`config.mk`:
```
export PLATFORM = sky130hd
export DESIGN_NAME = sar_adc_control
export DESIGN_NICKNAME = d
export VERILOG_FILES = /design/src/hdl/sar_adc_control.v
export VERILOG_INCLUDE_DIRS = /design/src /design/src/hdl
export SDC_FILE = /design/constraint.sdc
export NUM_CORES = 1
export LEC_CHECK = 0
export BUFFER_PORTS_ARGS = -buffer_cell sky130_fd_sc_hd__buf_4
export CAP_MARGIN = 10
export CORE_ASPECT_RATIO = 0.8
export CORE_UTILIZATION = 47
export DETAILED_ROUTE_END_ITERATION = 8
export PLACE_DENSITY_LB_ADDON = 0.2
export RECOVER_POWER = 25
export SKIP_LAST_GASP = 1
export SLEW_MARGIN = 15
export SYNTH_ARGS = -nofsm -noshare
export SYNTH_HDL_FRONTEND = slang
export SYNTH_SLANG_ARGS = --single-unit
export TNS_END_PERCENT = 50
```
`constraint.sdc`:
```
create_clock -name clk -period 2.6 [get_ports clk]
set_input_delay 0.26 -clock clk [delete_from_list [all_inputs] [get_ports clk]]
set_output_delay 0.26 -clock clk [all_outputs]
set_load 0.02 [all_outputs]
```
`src/hdl/adc_ctl_consts.vh`:
```
`ifndef ADC_CTL_CONSTS_VH
`define ADC_CTL_CONSTS_VH

// Register byte offsets on the AXI4-Lite bus
`define OFF_STATUS_CONTROL 4'h0
`define OFF_RESULT 4'h4
`define OFF_CLOCK_SELECT 4'h8
`define OFF_RUN_CONTROL 4'hC

// Status/control register fields
`define FLD_DONE 7
`define FLD_IRQ_EN 6
`define FLD_CONT 5
`define FLD_CH_HI 4
`define FLD_CH_LO 0

// Clock select register fields
`define FLD_DIV_HI 7
`define FLD_DIV_LO 5
`define FLD_SRC 4

// Run control register: stop mode request bit
`define FLD_STOP 0

// Reset values
`define RST_CHANNEL 5'h1F
`define RST_DIV 3'h0
`define RST_SRC 1'b0

// Channel codes
`define CH_LAST_EXT 5'h0E
`define CH_RESERVED 5'h1B
`define CH_HIGH_REF 5'h1D
`define CH_LOW_REF 5'h1E
`define CH_POWER_OFF 5'h1F

// Converter clock cycles per conversion (16, last one closes)
`define CONV_CYCLES 5'h10
`define SAR_BITS 4'h8

// AXI responses
`define RESP_OKAY 2'h0
`define RESP_SLVERR 2'h2

`endif

```
`src/hdl/sar_adc_control.v`:
```
`timescale 1ns/1ps
`default_nettype none
`include "adc_ctl_consts.vh"

// Function
// - Irq off: done flag set per conversion, cleared by control write or result read.
// - Irq on: done flag bit is software read/write, selects CPU servicing.
// - Reset clears done flag and interrupt enable.
// - With interrupt enable set, request raised at every conversion end.
// - Result read or control write drops pending interrupt request.
// - Continuous bit repeats conversions; clear runs one; reset clears it.
// - Channel codes 0 to 14 select external inputs in order.
// - Codes 11101 and 11110 route high and low internal references.
// - All ones powers converter off; reset sets all ones.
// - Unused codes 0F-1A, 11100 give undefined results; 11011 reserved.
// - One 8-bit result register rewritten on every conversion.
// - Prescaler divides input clock by 1, 2, 4, 8 or 16.
// - Source bit picks bus clock at one, oscillator at zero; reset oscillator.
// - Control write starts conversion finishing in 16 to 17 converter clocks.
// - Continuous mode overwrites result whether read or not.
// - Stop mode aborts conversion; after stop exit it idles until the next control write.
module sar_adc_control (
	input wire clk,
	input wire rst_n,
	input wire clk_en,
	input wire osc_clk_tick,
	input wire stop_mode,
	input wire [3:0] s_axi_awaddr,
	input wire s_axi_awvalid,
	output wire s_axi_awready,
	input wire [31:0] s_axi_wdata,
	input wire [3:0] s_axi_wstrb,
	input wire s_axi_wvalid,
	output wire s_axi_wready,
	output reg [1:0] s_axi_bresp,
	output reg s_axi_bvalid,
	input wire s_axi_bready,
	input wire [3:0] s_axi_araddr,
	input wire s_axi_arvalid,
	output wire s_axi_arready,
	output reg [31:0] s_axi_rdata,
	output reg [1:0] s_axi_rresp,
	output reg s_axi_rvalid,
	input wire s_axi_rready,
	input wire comparator_high,
	output reg [4:0] channel_select,
	output reg converter_powered,
	output reg sample_hold,
	output reg [7:0] dac_code,
	output reg conv_irq
);

	localparam ST_OFF = 3'b001;
	localparam ST_IDLE = 3'b010;
	localparam ST_CONV = 3'b100;

	reg done_r;
	reg irq_en_r;
	reg cont_r;
	reg [4:0] chan_r;
	reg [2:0] div_r;
	reg src_r;
	reg stop_r;
	reg [7:0] result_r;
	reg [2:0] state_r;
	reg [4:0] cyc_r;
	reg [3:0] pre_r;
	reg [7:0] sar_r;
	reg [7:0] trial_r;
	reg aw_got_r;
	reg w_got_r;
	reg [3:0] aw_addr_r;
	reg [31:0] w_data_r;
	reg [3:0] w_strb_r;

	////////////////////////////////////////////////////////////////
	// Bus slave

	wire aw_take = s_axi_awvalid && !aw_got_r && !s_axi_bvalid;
	wire w_take = s_axi_wvalid && !w_got_r && !s_axi_bvalid;
	assign s_axi_awready = !aw_got_r && !s_axi_bvalid;
	assign s_axi_wready = !w_got_r && !s_axi_bvalid;
	assign s_axi_arready = !s_axi_rvalid;

	wire have_aw = aw_got_r || aw_take;
	wire have_w = w_got_r || w_take;
	wire wr_fire = have_aw && have_w && !s_axi_bvalid;
	wire [3:0] wr_addr = aw_got_r ? aw_addr_r : s_axi_awaddr;
	wire [31:0] wr_data = w_got_r ? w_data_r : s_axi_wdata;
	wire [3:0] wr_strb = w_got_r ? w_strb_r : s_axi_wstrb;
	wire wr_lane0 = wr_fire && wr_strb[0];
	wire ar_fire = s_axi_arvalid && !s_axi_rvalid;

	wire wr_ctl = wr_lane0 && (wr_addr == `OFF_STATUS_CONTROL);
	wire wr_clk = wr_lane0 && (wr_addr == `OFF_CLOCK_SELECT);
	wire wr_run = wr_lane0 && (wr_addr == `OFF_RUN_CONTROL);
	wire rd_result = ar_fire && (s_axi_araddr == `OFF_RESULT);
	wire wr_known = (wr_addr == `OFF_STATUS_CONTROL) ||
		(wr_addr == `OFF_CLOCK_SELECT) || (wr_addr == `OFF_RUN_CONTROL) ||
		(wr_addr == `OFF_RESULT);

	reg [31:0] rd_mux;
	reg rd_ok;
	always @* begin
		rd_mux = 32'h0;
		rd_ok = 1'b1;
		case (s_axi_araddr)
			`OFF_STATUS_CONTROL: rd_mux[7:0] = {done_r, irq_en_r, cont_r, chan_r};
			`OFF_RESULT: rd_mux[7:0] = result_r;
			`OFF_CLOCK_SELECT: rd_mux[7:0] = {div_r, src_r, 4'h0};
			`OFF_RUN_CONTROL: rd_mux[0] = stop_r;
			default: rd_ok = 1'b0;
		endcase
	end

	////////////////////////////////////////////////////////////////
	// Bus handshake registers

	always @(posedge clk) begin
		if (!rst_n) begin
			aw_got_r <= 1'b0;
			w_got_r <= 1'b0;
			aw_addr_r <= 4'h0;
			w_data_r <= 32'h0;
			w_strb_r <= 4'h0;
			s_axi_bvalid <= 1'b0;
			s_axi_bresp <= `RESP_OKAY;
			s_axi_rvalid <= 1'b0;
			s_axi_rresp <= `RESP_OKAY;
			s_axi_rdata <= 32'h0;
		end else if (clk_en) begin
			// Address and data may arrive in either order
			if (wr_fire) begin
				aw_got_r <= 1'b0;
				w_got_r <= 1'b0;
				s_axi_bvalid <= 1'b1;
				s_axi_bresp <= wr_known ? `RESP_OKAY : `RESP_SLVERR;
			end else begin
				if (aw_take) begin
					aw_got_r <= 1'b1;
					aw_addr_r <= s_axi_awaddr;
				end
				if (w_take) begin
					w_got_r <= 1'b1;
					w_data_r <= s_axi_wdata;
					w_strb_r <= s_axi_wstrb;
				end
			end
			if (s_axi_bvalid && s_axi_bready) begin
				s_axi_bvalid <= 1'b0;
			end

			// Read data is captured at the address handshake, so a
			// conversion ending while rvalid waits cannot tear it
			if (ar_fire) begin
				s_axi_rvalid <= 1'b1;
				s_axi_rdata <= rd_mux;
				s_axi_rresp <= rd_ok ? `RESP_OKAY : `RESP_SLVERR;
			end else if (s_axi_rvalid && s_axi_rready) begin
				s_axi_rvalid <= 1'b0;
			end
		end
	end

	////////////////////////////////////////////////////////////////
	// Converter clock: prescaled enable from bus or oscillator tick

	wire src_tick = src_r ? 1'b1 : osc_clk_tick;
	reg [3:0] div_mask;
	always @* begin
		case (div_r)
			3'h0: div_mask = 4'h0;
			3'h1: div_mask = 4'h1;
			3'h2: div_mask = 4'h3;
			3'h3: div_mask = 4'h7;
			default: div_mask = 4'hF;
		endcase
	end
	wire conv_tick = src_tick && ((pre_r & div_mask) == div_mask);

	////////////////////////////////////////////////////////////////
	// Conversion sequencer

	wire pwr_off = (chan_r == `CH_POWER_OFF);
	wire conv_end = (state_r == ST_CONV) && conv_tick &&
		(cyc_r == `CONV_CYCLES);
	wire [7:0] sar_next = comparator_high ? sar_r : (sar_r & ~trial_r);

	always @(posedge clk) begin
		if (!rst_n) begin
			done_r <= 1'b0;
			irq_en_r <= 1'b0;
			cont_r <= 1'b0;
			chan_r <= `RST_CHANNEL;
			div_r <= `RST_DIV;
			src_r <= `RST_SRC;
			stop_r <= 1'b0;
			result_r <= 8'h00;
			pre_r <= 4'h0;
			conv_irq <= 1'b0;
		end else if (clk_en) begin
			if (wr_clk) begin
				div_r <= wr_data[`FLD_DIV_HI:`FLD_DIV_LO];
				src_r <= wr_data[`FLD_SRC];
			end
			if (wr_run)
				stop_r <= wr_data[`FLD_STOP];

			if (src_tick)
				pre_r <= pre_r + 4'h1;

			// Flag and request: a conversion end in the same cycle as a
			// clearing access wins, so no completion is lost.
			if (wr_ctl) begin
				irq_en_r <= wr_data[`FLD_IRQ_EN];
				cont_r <= wr_data[`FLD_CONT];
				chan_r <= wr_data[`FLD_CH_HI:`FLD_CH_LO];
			end
			if (conv_end) begin
				result_r <= sar_next;
				// flag and request with the load
				if (!irq_en_r)
					done_r <= 1'b1;
				conv_irq <= irq_en_r;
			end else begin
				if (wr_ctl || rd_result)
					conv_irq <= 1'b0;
				// software owns the bit with interrupts on
				if (wr_ctl)
					done_r <= wr_data[`FLD_IRQ_EN] ? wr_data[`FLD_DONE] : 1'b0;
				else if (rd_result && !irq_en_r)
					done_r <= 1'b0;
			end

		end
	end

	////////////////////////////////////////////////////////////////
	// Conversion steps: state, step counter and trial code

	always @(posedge clk) begin
		if (!rst_n) begin
			state_r <= ST_OFF;
			cyc_r <= 5'h00;
			sar_r <= 8'h00;
			trial_r <= 8'h00;
		end else if (clk_en) begin
			// stop mode or stop bit aborts; a power-off write also forces the off state
			if (stop_mode || stop_r || (wr_ctl &&
				wr_data[`FLD_CH_HI:`FLD_CH_LO] == `CH_POWER_OFF)) begin
				state_r <= ST_OFF;
			end else begin
				case (state_r)
					ST_OFF: begin
						if (wr_ctl) begin
							state_r <= ST_CONV;
							cyc_r <= 5'h00;
						end else if (!pwr_off) begin
							state_r <= ST_IDLE;
						end
					end
					ST_IDLE: begin
						if (wr_ctl) begin
							state_r <= ST_CONV;
							cyc_r <= 5'h00;
						end
					end
					ST_CONV: begin
						if (wr_ctl) begin
							cyc_r <= 5'h00;
						end else if (conv_tick) begin
							if (cyc_r == `CONV_CYCLES) begin
								cyc_r <= 5'h00;
								if (!cont_r)
									state_r <= ST_IDLE;
							end else begin
								cyc_r <= cyc_r + 5'h01;
							end
							if (cyc_r[3:0] == 4'h0) begin
								sar_r <= 8'h80;
								trial_r <= 8'h80;
							end else if (cyc_r[0] == 1'b0 && trial_r != 8'h00) begin
								sar_r <= sar_next | (trial_r >> 1);
								trial_r <= trial_r >> 1;
							end
						end
					end
					default: state_r <= ST_OFF;
				endcase
			end
		end
	end

	////////////////////////////////////////////////////////////////
	// Analog side

	always @(posedge clk) begin
		if (!rst_n) begin
			channel_select <= `RST_CHANNEL;
			converter_powered <= 1'b0;
			sample_hold <= 1'b0;
			dac_code <= 8'h00;
		end else if (clk_en) begin
			// code passed to the analog mux as is
			channel_select <= chan_r;
			converter_powered <= !pwr_off && !stop_mode && !stop_r;
			// no sampling once stop is asked for; the sequencer
			// leaves the conversion state only one edge later
			sample_hold <= (state_r == ST_CONV) && (cyc_r == 5'h00) &&
				!stop_mode && !stop_r;
			dac_code <= sar_r;
		end
	end

endmodule // sar_adc_control
`default_nettype wire

```
[Yosys cells after proc, flatten, opt, wreduce, memory -nomap -nowiden]
Index checks and enable logic that the tools add are counted.
Storage, ports and cells
  output and inout port bits: 57
  word-level logic and storage cells: 184
  input bits: 55
  register bits: 94
Operators by class
  $add $sub $neg: 2
  mux-type cells: 44
  reduce and logical (&&, ||, !) cells: 77
  equal/unequal tests: 25
  bitwise gates (word level): 8
Operators with widths (number)
  two-way mux 8 bit: 6
  logical AND 1 bit: 27
  two-way mux 3 bit: 8
  AND reduction 2 bit: 12
  case mux 7 bit (3 select lines): 1
  two-way mux 5 bit: 4
  two-way mux 1 bit: 18
  != test 3 bit (second input constant): 6
  equality test 4 bit (second input constant): 4
  case mux 4 bit (4 select lines): 1
  equality test 5 bit (second input constant): 3
  nonzero test 2 bit: 7
  logical NOT 4 bit: 3
  case mux 5 bit (2 select lines): 1
  equality test 3 x 2 -> 1 bit (second input constant): 3
  case mux 3 bit (3 select lines): 1
  AND reduction 3 bit: 3
  AND 8 bit: 1
  equality test 4 x 3 -> 1 bit (second input constant): 2
  logical NOT 1 bit: 8
  logical OR 1 bit: 8
  inverter 8 bit: 1
  bitwise OR 8 x 7 -> 8 bit: 1
  nonzero test 8 bit: 1
  other kinds (21): 26

[Logic depth before layout (Yosys ltp)]
Gate-level depths: netlist of the first run.
  depth after elaboration: 12
  mapped depth: 9
  depth with buffers taken out: 8

[Worst setup path after synthesis of the first run]
Ideal clock, no wire load.
  path type: register to register
  start point: register stop_r
  end point: register trial_r[2]
  path slack: 0.549 ns
  setup time: 0.132 ns
  data required time: 2.468 ns
  buffers on the path: 2
  arrival time: 1.919 ns
  cell stages (with the launch flop): 8
  clock period less this slack: 2.051 ns
  cells stage by stage: dfxtp_1 or3_1 or4b_4 or2_1 buf_2 buf_6 o21ai_1 a21oi_1
Between the ends
  longest elaborated chain between the ends: 4
RTL lines
  from (decl): RTL line sar_adc_control.v:63  | reg stop_r;
  from (signal assigned): RTL line sar_adc_control.v:207  | stop_r <= wr_data[`FLD_STOP];
  logical OR 1 bit (2 in a row): RTL line sar_adc_control.v:249  | if (stop_mode || stop_r || (wr_ctl &&
  inverter 1 bit (no line)
  AND reduction 6 bit (no line)
  to (signal assigned): RTL line sar_adc_control.v:284  | trial_r <= trial_r >> 1;
  to (decl): RTL line sar_adc_control.v:69  | reg [7:0] trial_r;
No other way between the ends.
A chain may end at the register's enable or synchronous reset.

[Worst setup path after layout of the first run]
  start point: register aw_got_r
  end point: register state_r[2]
Between the ends
  longest elaborated chain between the ends: 12
  elaborated cells between the ends (all ways): 22
  those cells by class: eq/ne (6); mux (4); reduce/logical (12)
RTL lines
  from (decl): RTL line sar_adc_control.v:70  | reg aw_got_r;
  from (signal assigned): RTL line sar_adc_control.v:121  | aw_got_r <= 1'b0;
  from (signal assigned): RTL line sar_adc_control.v:134  | aw_got_r <= 1'b0;
  from (signal assigned): RTL line sar_adc_control.v:140  | aw_got_r <= 1'b1;
  logical NOT 1 bit: RTL line sar_adc_control.v:79  | wire aw_take = s_axi_awvalid && !aw_got_r && !s_axi_bvalid;
  logical AND 1 bit (2 in a row): RTL line sar_adc_control.v:79
  logical OR 1 bit: RTL line sar_adc_control.v:85  | wire have_aw = aw_got_r || aw_take;
  logical AND 1 bit (2 in a row): RTL line sar_adc_control.v:87  | wire wr_fire = have_aw && have_w && !s_axi_bvalid;
  logical AND 1 bit: RTL line sar_adc_control.v:91  | wire wr_lane0 = wr_fire && wr_strb[0];
  logical AND 1 bit (*): RTL line sar_adc_control.v:94  | wire wr_ctl = wr_lane0 && (wr_addr == `OFF_STATUS_CONTROL);
  logical AND 1 bit (no line)
  logical OR 1 bit: RTL line sar_adc_control.v:249
  != test 4 bit (no line) / != test 3 bit (equally long branches)
  AND reduction 7 bit (no line)
  to (signal assigned): RTL line sar_adc_control.v:251  | state_r <= ST_OFF;
  to (signal assigned): RTL line sar_adc_control.v:256  | state_r <= ST_CONV;
  to (signal assigned): RTL line sar_adc_control.v:259  | state_r <= ST_IDLE;
  to (decl): RTL line sar_adc_control.v:65  | reg [2:0] state_r;
Every way passes the cells marked *; elsewhere a longest branch is shown, timed or not.

==> results of run 1 <==
## kinds of logic (layout without fill, tap and decap cells)
group / Yosys count / after routing
AOI/OAI and AO/OA: 119 / 119
xor gates and xnor gates: 1 / 1
adders and majority gates: 3 / 3
buffers and inverters: 62 / 95
DFF: 92 / 92
muxes: 53 / 53
other: 1 / 26
and+or+nand+nor: 205 / 205
## synth_stat cells, drive strengths merged (3+ instances only)
cell	number	area, um2
dfxtp	92	1842
nor2	61	229.0
nand2	58	217.7
a21oi	47	235.2
mux2i	45	450.4
buf	34	236.5
o21ai	33	165.2
nand3	28	140.1
clkbuf	17	63.81
nand2b	14	87.58
inv	11	41.29
nor3	9	55.05
a22oi	8	60.06
mux2	8	90.09
nor4	8	56.30
or3	6	37.54
and2	5	31.28
a31oi	4	25.02
a211oi	3	22.52
a311oi	3	26.28
ha	3	37.54
nand4b	3	26.28
or2	3	18.77
## cell usage in the layout (no fill, tap or decap), drive strengths merged, types with 9 or more instances in the layout
| master | count |
|---|---|
| nand3 | 28 |
| buf | 50 |
| conb | 26 |
| inv | 12 |
| nor2 | 61 |
| nand2 | 58 |
| clkbuf | 28 |
| nand2b | 14 |
| dfxtp | 92 |
| mux2i | 45 |
| o21ai | 33 |
| nor3 | 9 |
| a21oi | 47 |
## area by class of cell
class                           instances  area share [%]
Tap cell                              115           2.776
Timing Repair Buffer                   68           8.786
Clock inverter                          6           1.883
Sequential cell                        92           35.53
Inverter                               11          0.7965
Multi-Input combinational cell        407           45.81
Clock buffer                           10           4.417
## path summary, 6_finish.rpt
| check | endpoint | startpoint | cells after the start |
|---|---|---|---|
| worst max register to register | state_r[2] | aw_got_r | 6 |
| worst min register to register | result_r[6] | result_r[6] | 2 |
| worst min-delay path | w_data_r[0] | s_axi_wdata[0] | 3 |
| worst max-delay path | state_r[2] | aw_got_r | 6 |
## sequential cells by signal, indices dropped and copies added (netlist names), 3 cells and up
register and cells:
aw_addr_r 4, chan_r 5, channel_select 5, cyc_r 5, dac_code 8, div_r 3
pre_r 4, result_r 8, s_axi_rdata 8, sar_r 8, state_r 3, trial_r 8
w_data_r 8
## tightest hold or removal path, cell delays in order
cell and delay, ns:
buf_4 0.09, mux2i_1 0.05, nor2_1 0.07
## metrics by stage
step	power, mW	hold WS (ns)
after floorplan	1.689	0.4007
after global placement	1.751	0.4459
after detailed placement	1.758	0.4547
after CTS	3.172	0.1624
after global routing	3.259	0.1755
final	3.154	0.1641
## power groups by stage
stage	clock (mW)	combinational (mW)	sequential (mW)
6_report	1.43	0.281	1.45
4_1_cts	1.44	0.281	1.45
3_3_place_gp	0	0.274	1.48
5_1_grt	1.51	0.305	1.45
2_1_floorplan	0	0.212	1.48
3_5_place_dp	0	0.280	1.48
## routing by layer
metal | track usage (%) | wire length, um | vias up
li1 | - | - | 1947
met1 | 32.39 | 5464 | 1851
met2 | 36.76 | 4974 | 141
met3 | 5.492 | 737 | 8
met4 | 6.303 | 105 | 0
met5 | 0 | 0 | -
## repair_timing
item | in CTS | in global routing
hold buffers | 0 | 0
setup endpoints to repair | 0 | 4
gates resized for setup | 0 | 1
endpoints found under the hold margin | 0 | 0
setup buffers | 0 | 0
==> key figures, run 1 <==
Global routing
  – All-Layer GR Usage: 23.34%
  – Initial antenna violation count: 0
  – Vias in the first global route: 3,645
  – First-pass GRT wire length: ~18,000 um
  – Gr ovfl total: 0
  – Largest net degree at the start of global routing: 51

Synth
  – Main combinational cell family by area after synthesis: simple AND/OR/NAND/NOR gates
  – Mapped Avg Cell Area: about 8.3 um2
  – Post-synthesis compound-gate area fraction: 15.85%
  – Synth Register Bits: 92
  – Primary FF master, synth: dfxtp_1
  – Mapped Area: 0.004461 mm2
  – Cell count after synthesis: between 500 and 600
  – FFs w/ async S/R, synth: 0%
  – Simple-gate share of the synthesized area: a little over a fifth
  – Mux cell area share after synthesis: roughly an eighth
  – EDFF count, synth: 0
  – Synth warn: 0
  – Synth Area in Adders: 0.8415%
  – Synth cell types: 56
  – Seq/Total Area, Yosys: about 41%
  – Synth Area in XOR/XNOR: 0.1964%

Detailed routing
  – Via count: ~3.9k
  – Drt pass-1 iters: 5
  – Routed WL: ~11,000 um
  – Initial DRC Count: around 240
  – Post-route ant nets: 0
  – DR vias/cell: around 5.6
  – DR WL/cell: 15.91 um
  – DR DRC count: 0

Power and ir drop
  – Sequential power share: roughly 46%
  – Combinational share of power: 8.9%
  – Net Sw Power: between 0.7 and 0.8 mW
  – VDD IR max: between 0.3 and 0.4 mV
  – Power Density: ~610 mW/mm2
  – Pleak: approximately 2 nW
  – Switching Share: 24.36%
  – Clk pwr share: 45.2%
  – Int Pwr: 2.386 mW

Setup path
  – R2r setup slk: approximately 0.18 ns
  – Crit path max fanout: 12
  – Crit path kind: reg2reg
  – Critical Path RT: around 2.9 ns
  – Critical path cell sequence: nor3b_1 -> o211ai_1 -> or2_2 -> or3_1 -> a211oi_1 -> o2bb2ai_1
  – CP max stage cell: dfxtp_1
  – Worst path buffer plus inverter count: 0
  – Worst setup SP type: flop
  – CP top delay family: simple AND/OR/NAND/NOR gates
  – Worst EP arrival: approximately 2.7 ns
  – Crit. End Element: flop
  – CP peak stage delay: ~0.56 ns

STA
  – Max Clk Rate: slightly above 400 MHz
  – Tmin final: around 2.4 ns
  – Final WS setup: roughly 0.18 ns
  – Final setup vio count: 0
  – RSZ-0062 raised after global routing: false
  – Rel. slew slack: 53.19%
  – Final Hold Vio Count: 0
  – Pins Over Slew Limit: 0
  – Worst Tran Pin Value: roughly 0.7 ns
  – Clock skew: approximately 0.0085 ns
  – Tcrit/Tclk final: between 90 and 100%
  – Setup TNS: 0 ns

Die
  – Ports: about 110
  – Die width: about 110 um
  – Core ar.: roughly 0.009 mm2
  – Die height: 89.14 um
  – FP Rows: 31
  – Die footprint: roughly 0.0099 mm2
  – Initial core utilization: approximately 49%

Finish
  – Design area: ~0.0052 mm2
  – Footprint of the multi-input gates: ~0.0024 mm2
  – Ant. Diodes: 0
  – Final core utilization: a little under three fifths
  – # nets final: about 650
  – FF/Latch Area: roughly 0.0018 mm2
  – Share of layout cells above drive strength 1: around 14%
  – Area Growth Syn to Fin: 16.21%
  – # fillers: a little under 900
  – Final std cells w/o fill: 709

Clock network
  – CTS Sinks: 92
  – H-tree depth: 3
  – Clk root buf: clkbuf_16
  – CTS tree: yes
  – CTS Buf Count: 9
  – Clock insertion delay at the later pin of the skew report: about 0.34 ns
  – CTS Buffer Depth: 2
  – Clock Pin Slew Worst Setup and Hold Paths: about 0.070 ns

Placement
  – Cell count after placement: roughly 700
  – Pre-CTS setup slack: around 0.24 ns
  – Post-DP HPWL: slightly above 8000 um
  – Post-DP Area: around 0.005 mm2
  – Routability congestion estimate: 0.8455
  – Buffers on Ports: 58

Hold path
  – Min-Delay Path Class: in2reg

Status
  – Status: completed

Run
  – Max-Cap Viols: 0
Note: power is estimated with default switching activity, not from simulation.
==> inputs of run 2 (changes only) <==
- SETUP_SLACK_MARGIN: unset -> 0.2
==> run 2 against run 1 <==
- critical path depth stayed put
- critical path type unchanged
- combinational power hardly changed
- worst setup slack better by 0.15 ns
- core utilization hardly changed
- sequential power hardly changed
- non-clock buffer count stayed put
- sequential share of layout area hardly changed
- final cell count stayed put
- critical endpoint unchanged
- cell area hardly changed
- flip-flop and latch count stayed put
==> key figures, run 2 (same netlist as run 1, synthesis figures left out) <==
STA
  – Setup TNS: 0 ns (unchanged)
  – Final setup vio count: 0 (unchanged)
  – Pins Over Slew Limit: 0 (unchanged)
  – Max Clk Rate: 440.3 MHz (was 413.9 MHz)
  – Rel. slew slack: 40.68% (was 53.19%)
  – Tmin final: 2.271 ns (was 2.416 ns)
  – Worst Tran Pin Value: 0.8888 ns (was 0.6968 ns)
  – RSZ-0062 raised after global routing: false (unchanged)
  – Final WS setup: 0.3290 ns (was 0.1837 ns)
  – Final Hold Vio Count: 0 (unchanged)
  – Tcrit/Tclk final: 87.34% (was 92.94%)
  – Clock skew: 0.006758 ns (was 0.008459 ns)

Power and ir drop
  – Pleak: 2.029 nW (was 2.027 nW)
  – Power Density: 607.8 mW/mm2 (was 608.5 mW/mm2)
  – VDD IR max: 0.3739 mV (was 0.3740 mV)

Detailed routing
  – Routed WL: 11,270 um (was 11,280 um)
  – DR vias/cell: 5.546 (was 5.567)
  – DR WL/cell: 15.89 um (was 15.91 um)
  – Initial DRC Count: 263 (was 241)
  – DR DRC count: 0 (unchanged)
  – Drt pass-1 iters: 5 (unchanged)
  – Post-route ant nets: 0 (unchanged)
  – Via count: 3,932 (was 3,947)

Global routing
  – Initial antenna violation count: 0 (unchanged)
  – First-pass GRT wire length: 18,310 um (was 18,290 um)
  – All-Layer GR Usage: 23.37% (was 23.34%)
  – Vias in the first global route: 3,643 (was 3,645)
  – Gr ovfl total: 0 (unchanged)
  – Largest net degree at the start of global routing: 51 (unchanged)

Clock network
  – CTS Buffer Depth: 2 (unchanged)
  – Clock Pin Slew Worst Setup and Hold Paths: 0.07 ns (about the same)
  – Post-CTS Setup Bufs: 0 (unchanged)
  – Clock insertion delay at the later pin of the skew report: 0.34 ns (about the same)
  – CTS Hold Buffers Added: 0 (unchanged)
  – CTS Sinks: 92 (unchanged)
  – H-tree depth: 3 (unchanged)
  – CTS tree: yes (unchanged)
  – CTS Buf Count: 9 (unchanged)
  – Clk root buf: clkbuf_16 (unchanged)

Die
  – Ports: 112 (unchanged)
  – Die footprint: 0.009886 mm2 (unchanged)
  – Die height: 89.14 um (unchanged)
  – Initial core utilization: 48.94% (unchanged)
  – Die width: 110.9 um (unchanged)
  – Core ar.: 0.009115 mm2 (unchanged)
  – FP Rows: 31 (unchanged)

Finish
  – Design area: 0.005186 mm2 (was 0.005184 mm2)
  – Most frequent cells in the layout: 91 x dfxtp_1, 61 x nor2_1, 58 x nand2_1, 49 x buf_4, 46 x a21oi_1 (was 92 x dfxtp_1, 61 x nor2_1, 58 x nand2_1, 49 x buf_4, 46 x a21oi_1)
  – Area Growth Syn to Fin: 16.27% (was 16.21%)
  – Final core utilization: 56.90% (was 56.87%)
  – Ant. Diodes: 0 (unchanged)
  – # nets final: 647 (unchanged)
  – Most common cell after layout, fill and taps aside: dfxtp_1 (unchanged)
  – Share of layout cells above drive strength 1: 13.80% (was 13.64%)

Setup path
  – Crit. End Element: flop (unchanged)
  – Crit path kind: reg2reg (unchanged)
  – Critical Path RT: 2.86 ns (was 2.87 ns)
  – Crit path max fanout: 12 (unchanged)
  – Worst setup SP type: flop (unchanged)
  – Worst EP arrival: 2.54 ns (was 2.68 ns)
  – R2r setup slk: 0.33 ns (was 0.18 ns)

Hold path
  – Min-Delay Path Class: in2reg (unchanged)

Placement
  – Buffers on Ports: 58 (unchanged)
  – Post-DP HPWL: 8099 um (unchanged)
  – Pre-CTS setup slack: 0.2383 ns (unchanged)
  – Routability congestion estimate: 0.8455 (unchanged)
  – Post-DP Area: 0.004921 mm2 (unchanged)

Run
  – Max-Cap Viols: 0 (unchanged)

Status
  – Status: completed (unchanged)
-- run 2: cell count changes in the layout (fill, tap and decap cells not counted) --
cell and change:
dfxtp_1 -1, inv_1 +1, dfxtp_2 +1, o21ai_0 -1
inv_2 -1, o21ai_1 +1, and2_1 -1, and2_2 +1
-- run 2: final timing paths --
check	startpoint	endpoint	depth (start not counted)
setup / recovery	aw_got_r	state_r[2]	6
hold / removal	s_axi_wdata[0]	w_data_r[0]	3
setup reg to reg	aw_got_r	state_r[2]	6
hold reg to reg	result_r[6]	result_r[6]	2
-- run 2: layout make-up --
cell class	count	area, um2
clock buffer	10	229.0
multi-input combinational	407	2376
fill	878	3929
tap	115	143.9
timing repair buffer	68	455.4
inverter	11	41.29
clock inverter	6	97.59
sequential	92	1843
-- run 2: what timing repair did --
action / 4_1_cts / 5_1_grt
pin swaps: 0 / 0
gates cloned: 0 / 0
hold endpoints to repair: 0 / 0
resized for setup: 1 / 3
endpoints found under the setup margin: 1 / 32
-- run 2: metrics by stage --
| stage | cells | hold slack (ns) | power (mW) |
|---|---|---|---|
| 2_1_floorplan | 561 | 0.4007 | 1.689 |
| 3_3_place_gp | 693 | 0.4459 | 1.751 |
| 3_5_place_dp | 693 | 0.4547 | 1.758 |
| 4_1_cts | 709 | 0.1624 | 3.172 |
| 5_1_grt | 709 | 0.1755 | 3.260 |
| 6_report | 709 | 0.1664 | 3.152 |
-- run 2: report_power, final --
part           total [mW]  internal [mW]  switching (mW)
clock                1.42          0.855           0.570
sequential           1.45           1.43          0.0192
combinational       0.281          0.104           0.177
-- run 2: critical path, cell delays in order (launching register included) --
cell       delay, ns
dfxtp_2         0.45
nor3b_1         0.37
o211ai_1        0.24
or2_2           0.36
or3_1           0.39
a211oi_1        0.26
o2bb2ai_1       0.14
-- run 2: metal layers --
layer / routed length, um / part of all wire (%) / up-vias / track usage (%)
met5: 0 / 0 / - / 0
met4: 105 / 0.93 / 0 / 6.303
met3: 744 / 6.6 / 9 / 5.492
met2: 4962 / 44 / 128 / 36.76
met1: 5454 / 48 / 1850 / 32.48
li1: - / - / 1945 / -
==> inputs of run 3 (changes only) <==
==> constraint.sdc (replaced) <==
create_clock -name clk -period 2.6 [get_ports clk]
set_input_delay 0.39 -clock clk [delete_from_list [all_inputs] [get_ports clk]]
set_output_delay 0.39 -clock clk [all_outputs]
set_load 0.02 [all_outputs]
==> run 3 against run 2 <==
- flip-flop and latch count did not move
- via count rose by 0.74%
- first-iteration DRC count fell by 21%
- global-route usage fell by 0.86 points
- routed wire length fell by 4.1%
- largest cell class unchanged
- critical path type is now in2reg
- power fell by 3.5%
- worst setup slack got worse by 0.042 ns
- cell area fell by 0.19%
- register-to-register slack improved by 0.05 ns
- clock skew fell by 0.00067 ns
==> key figures, run 3 (same netlist as run 1, synthesis figures left out) <==
Status
  – Status: completed (unchanged)

Placement
  – Post-DP Area: 0.004928 mm2 (was 0.004921 mm2)
  – Buffers on Ports: 58 (unchanged)
  – Routability congestion estimate: 0.9487 (was 0.8455)
  – Post-DP HPWL: 7796 um (was 8099 um)

STA
  – Max Clk Rate: 432.3 MHz (was 440.3 MHz)
  – Final setup vio count: 0 (unchanged)
  – RSZ-0062 raised after global routing: false (unchanged)
  – Setup TNS: 0 ns (unchanged)
  – Final Hold Vio Count: 0 (unchanged)
  – Rel. slew slack: 29.94% (was 40.68%)
  – Worst Tran Pin Value: 1.051 ns (was 0.8888 ns)
  – Pins Over Slew Limit: 0 (unchanged)
  – Clock skew: 0.006089 ns (was 0.006758 ns)
  – Tmin final: 2.313 ns (was 2.271 ns)
  – Tcrit/Tclk final: 88.97% (was 87.34%)

Clock network
  – Clock insertion delay at the later pin of the skew report: 0.34 ns (about the same)
  – Post-CTS Setup Bufs: 0 (unchanged)
  – Clk root buf: clkbuf_16 (unchanged)
  – Clock Pin Slew Worst Setup and Hold Paths: 0.06 ns (was 0.07 ns)
  – Resized Gates After CTS: 0 (was 1)
  – CTS Hold Buffers Added: 0 (unchanged)
  – CTS Buf Count: 9 (unchanged)
  – CTS Buffer Depth: 2 (unchanged)
  – CTS Sinks: 92 (unchanged)
  – CTS tree: yes (unchanged)
  – H-tree depth: 3 (unchanged)

Detailed routing
  – DR vias/cell: 5.587 (was 5.546)
  – Via count: 3,961 (was 3,932)
  – DR DRC count: 0 (unchanged)
  – DR WL/cell: 15.24 um (was 15.89 um)
  – Post-route ant nets: 0 (unchanged)
  – Initial DRC Count: 208 (was 263)
  – Drt pass-1 iters: 7 (was 5)
  – Routed WL: 10,800 um (was 11,270 um)

Setup path
  – Critical R2R Capture: result_r[6] (was state_r[2])
  – Crit path launch: rst_n (was aw_got_r)
  – Worst EP arrival: 2.50 ns (was 2.54 ns)
  – Crit. End Element: flop (unchanged)
  – Worst r2r src: cyc_r[0] (was aw_got_r)
  – Crit path kind: in2reg (was reg2reg)
  – Critical Path RT: 2.78 ns (was 2.86 ns)
  – FF-to-FF path depth: 9 (was 6)
  – CP endpoint: cyc_r[0] (was state_r[2])
  – Worst setup SP type: input pin (was flop)
  – R2r setup slk: 0.38 ns (was 0.33 ns)
  – Crit path max fanout: 52 (was 12)

Power and ir drop
  – Power Density: 587.5 mW/mm2 (was 607.8 mW/mm2)
  – VDD IR max: 0.4140 mV (was 0.3739 mV)
  – Pleak: 2.041 nW (was 2.029 nW)

Global routing
  – Initial antenna violation count: 0 (unchanged)
  – Vias in the first global route: 3,528 (was 3,643)
  – First-pass GRT wire length: 17,530 um (was 18,310 um)
  – All-Layer GR Usage: 22.51% (was 23.37%)
  – Largest net degree at the start of global routing: 53 (was 51)
  – Gr ovfl total: 0 (unchanged)

Finish
  – # nets final: 648 (was 647)
  – # fillers: 856 (was 878)
  – Area Growth Syn to Fin: 16.04% (was 16.27%)
  – Design area: 0.005176 mm2 (was 0.005186 mm2)
  – FF/Latch Area: 0.001843 mm2 (unchanged)
  – Most frequent cells in the layout: 91 x dfxtp_1, 61 x nor2_1, 58 x nand2_1, 54 x buf_4, 46 x a21oi_1 (was 91 x dfxtp_1, 61 x nor2_1, 58 x nand2_1, 49 x buf_4, 46 x a21oi_1)
  – Footprint of the multi-input gates: 0.002385 mm2 (was 0.002376 mm2)
  – Share of layout cells above drive strength 1: 15.15% (was 13.80%)
  – Most common cell after layout, fill and taps aside: dfxtp_1 (unchanged)
  – Ant. Diodes: 0 (unchanged)

Hold path
  – Hold Crit Depth: 3 (unchanged)
  – Min-Delay Path Class: in2reg (unchanged)

Run
  – Max-Cap Viols: 0 (unchanged)

Die
  – Die width: 110.9 um (unchanged)
  – Initial core utilization: 48.94% (unchanged)
  – Ports: 112 (unchanged)
  – FP Rows: 31 (unchanged)
  – Die height: 89.14 um (unchanged)
  – Die footprint: 0.009886 mm2 (unchanged)
  – Core ar.: 0.009115 mm2 (unchanged)
## run 3: cell count changes in the layout (fill, tap and decap cells not counted), moves of 2 or more
cell | before | now
clkbuf_1 | 19 | 13
clkbuf_2 | 0 | 2
buf_4 | 49 | 54
clkinv_4 | 3 | 1
## run 3: layer usage
metal	share of wire (%)	global-route usage [%]	vias up
li1	-	-	1951
met1	48	31.26	1812
met2	42	33.54	183
met3	9.0	7.119	15
met4	1.4	6.788	0
met5	0	0	-
## run 3: per-stage QoR
stage / instances / hold slack (ns) / utilization [%] / total power, mW / setup slack, ns
floorplan: 561 / 0.4284 / - / 1.689 / 0.4868
global placement: 694 / 0.4454 / 54.07 / 1.752 / 0.3089
detailed placement: 694 / 0.4516 / 54.07 / 1.757 / 0.2419
CTS: 709 / 0.2896 / 57.35 / 3.066 / 0.2058
global route: 709 / 0.2988 / 56.79 / 3.161 / 0.1428
finish: 709 / 0.2953 / 56.79 / 3.041 / 0.2868
## run 3: power breakdown
part / switching, mW / internal, mW
sequential: 0.0189 / 1.43
combinational: 0.174 / 0.102
clock: 0.549 / 0.769
## run 3: worst min-delay path by stage
| stage | start | end | slack [ns] |
|---|---|---|---|
| final | s_axi_awaddr[1] | aw_addr_r[1] | 0.30 |
| after global routing | s_axi_wdata[1] | w_data_r[1] | 0.30 |
| after CTS | s_axi_awaddr[1] | aw_addr_r[1] | 0.29 |
| after detailed placement | s_axi_bresp[1] | s_axi_bresp[1] | 0.45 |
| after global placement | result_r[5] | result_r[5] | 0.45 |
| after floorplan | result_r[1] | result_r[1] | 0.43 |
## run 3: final cells by class
cell class                 count  share of cell area [%]
sequential                    92                   35.61
clock buffer                  10                   4.617
tap                          115                   2.780
clock inverter                 5                   1.160
inverter                      11                  0.7977
timing repair buffer          69                   8.968
multi-input combinational    407                   46.07
## run 3: worst max-delay path, cell delays in order
cell and delay [ns]:
clkbuf_2 0.29, inv_1 0.69, clkbuf_2 0.92, o31ai_1 0.18
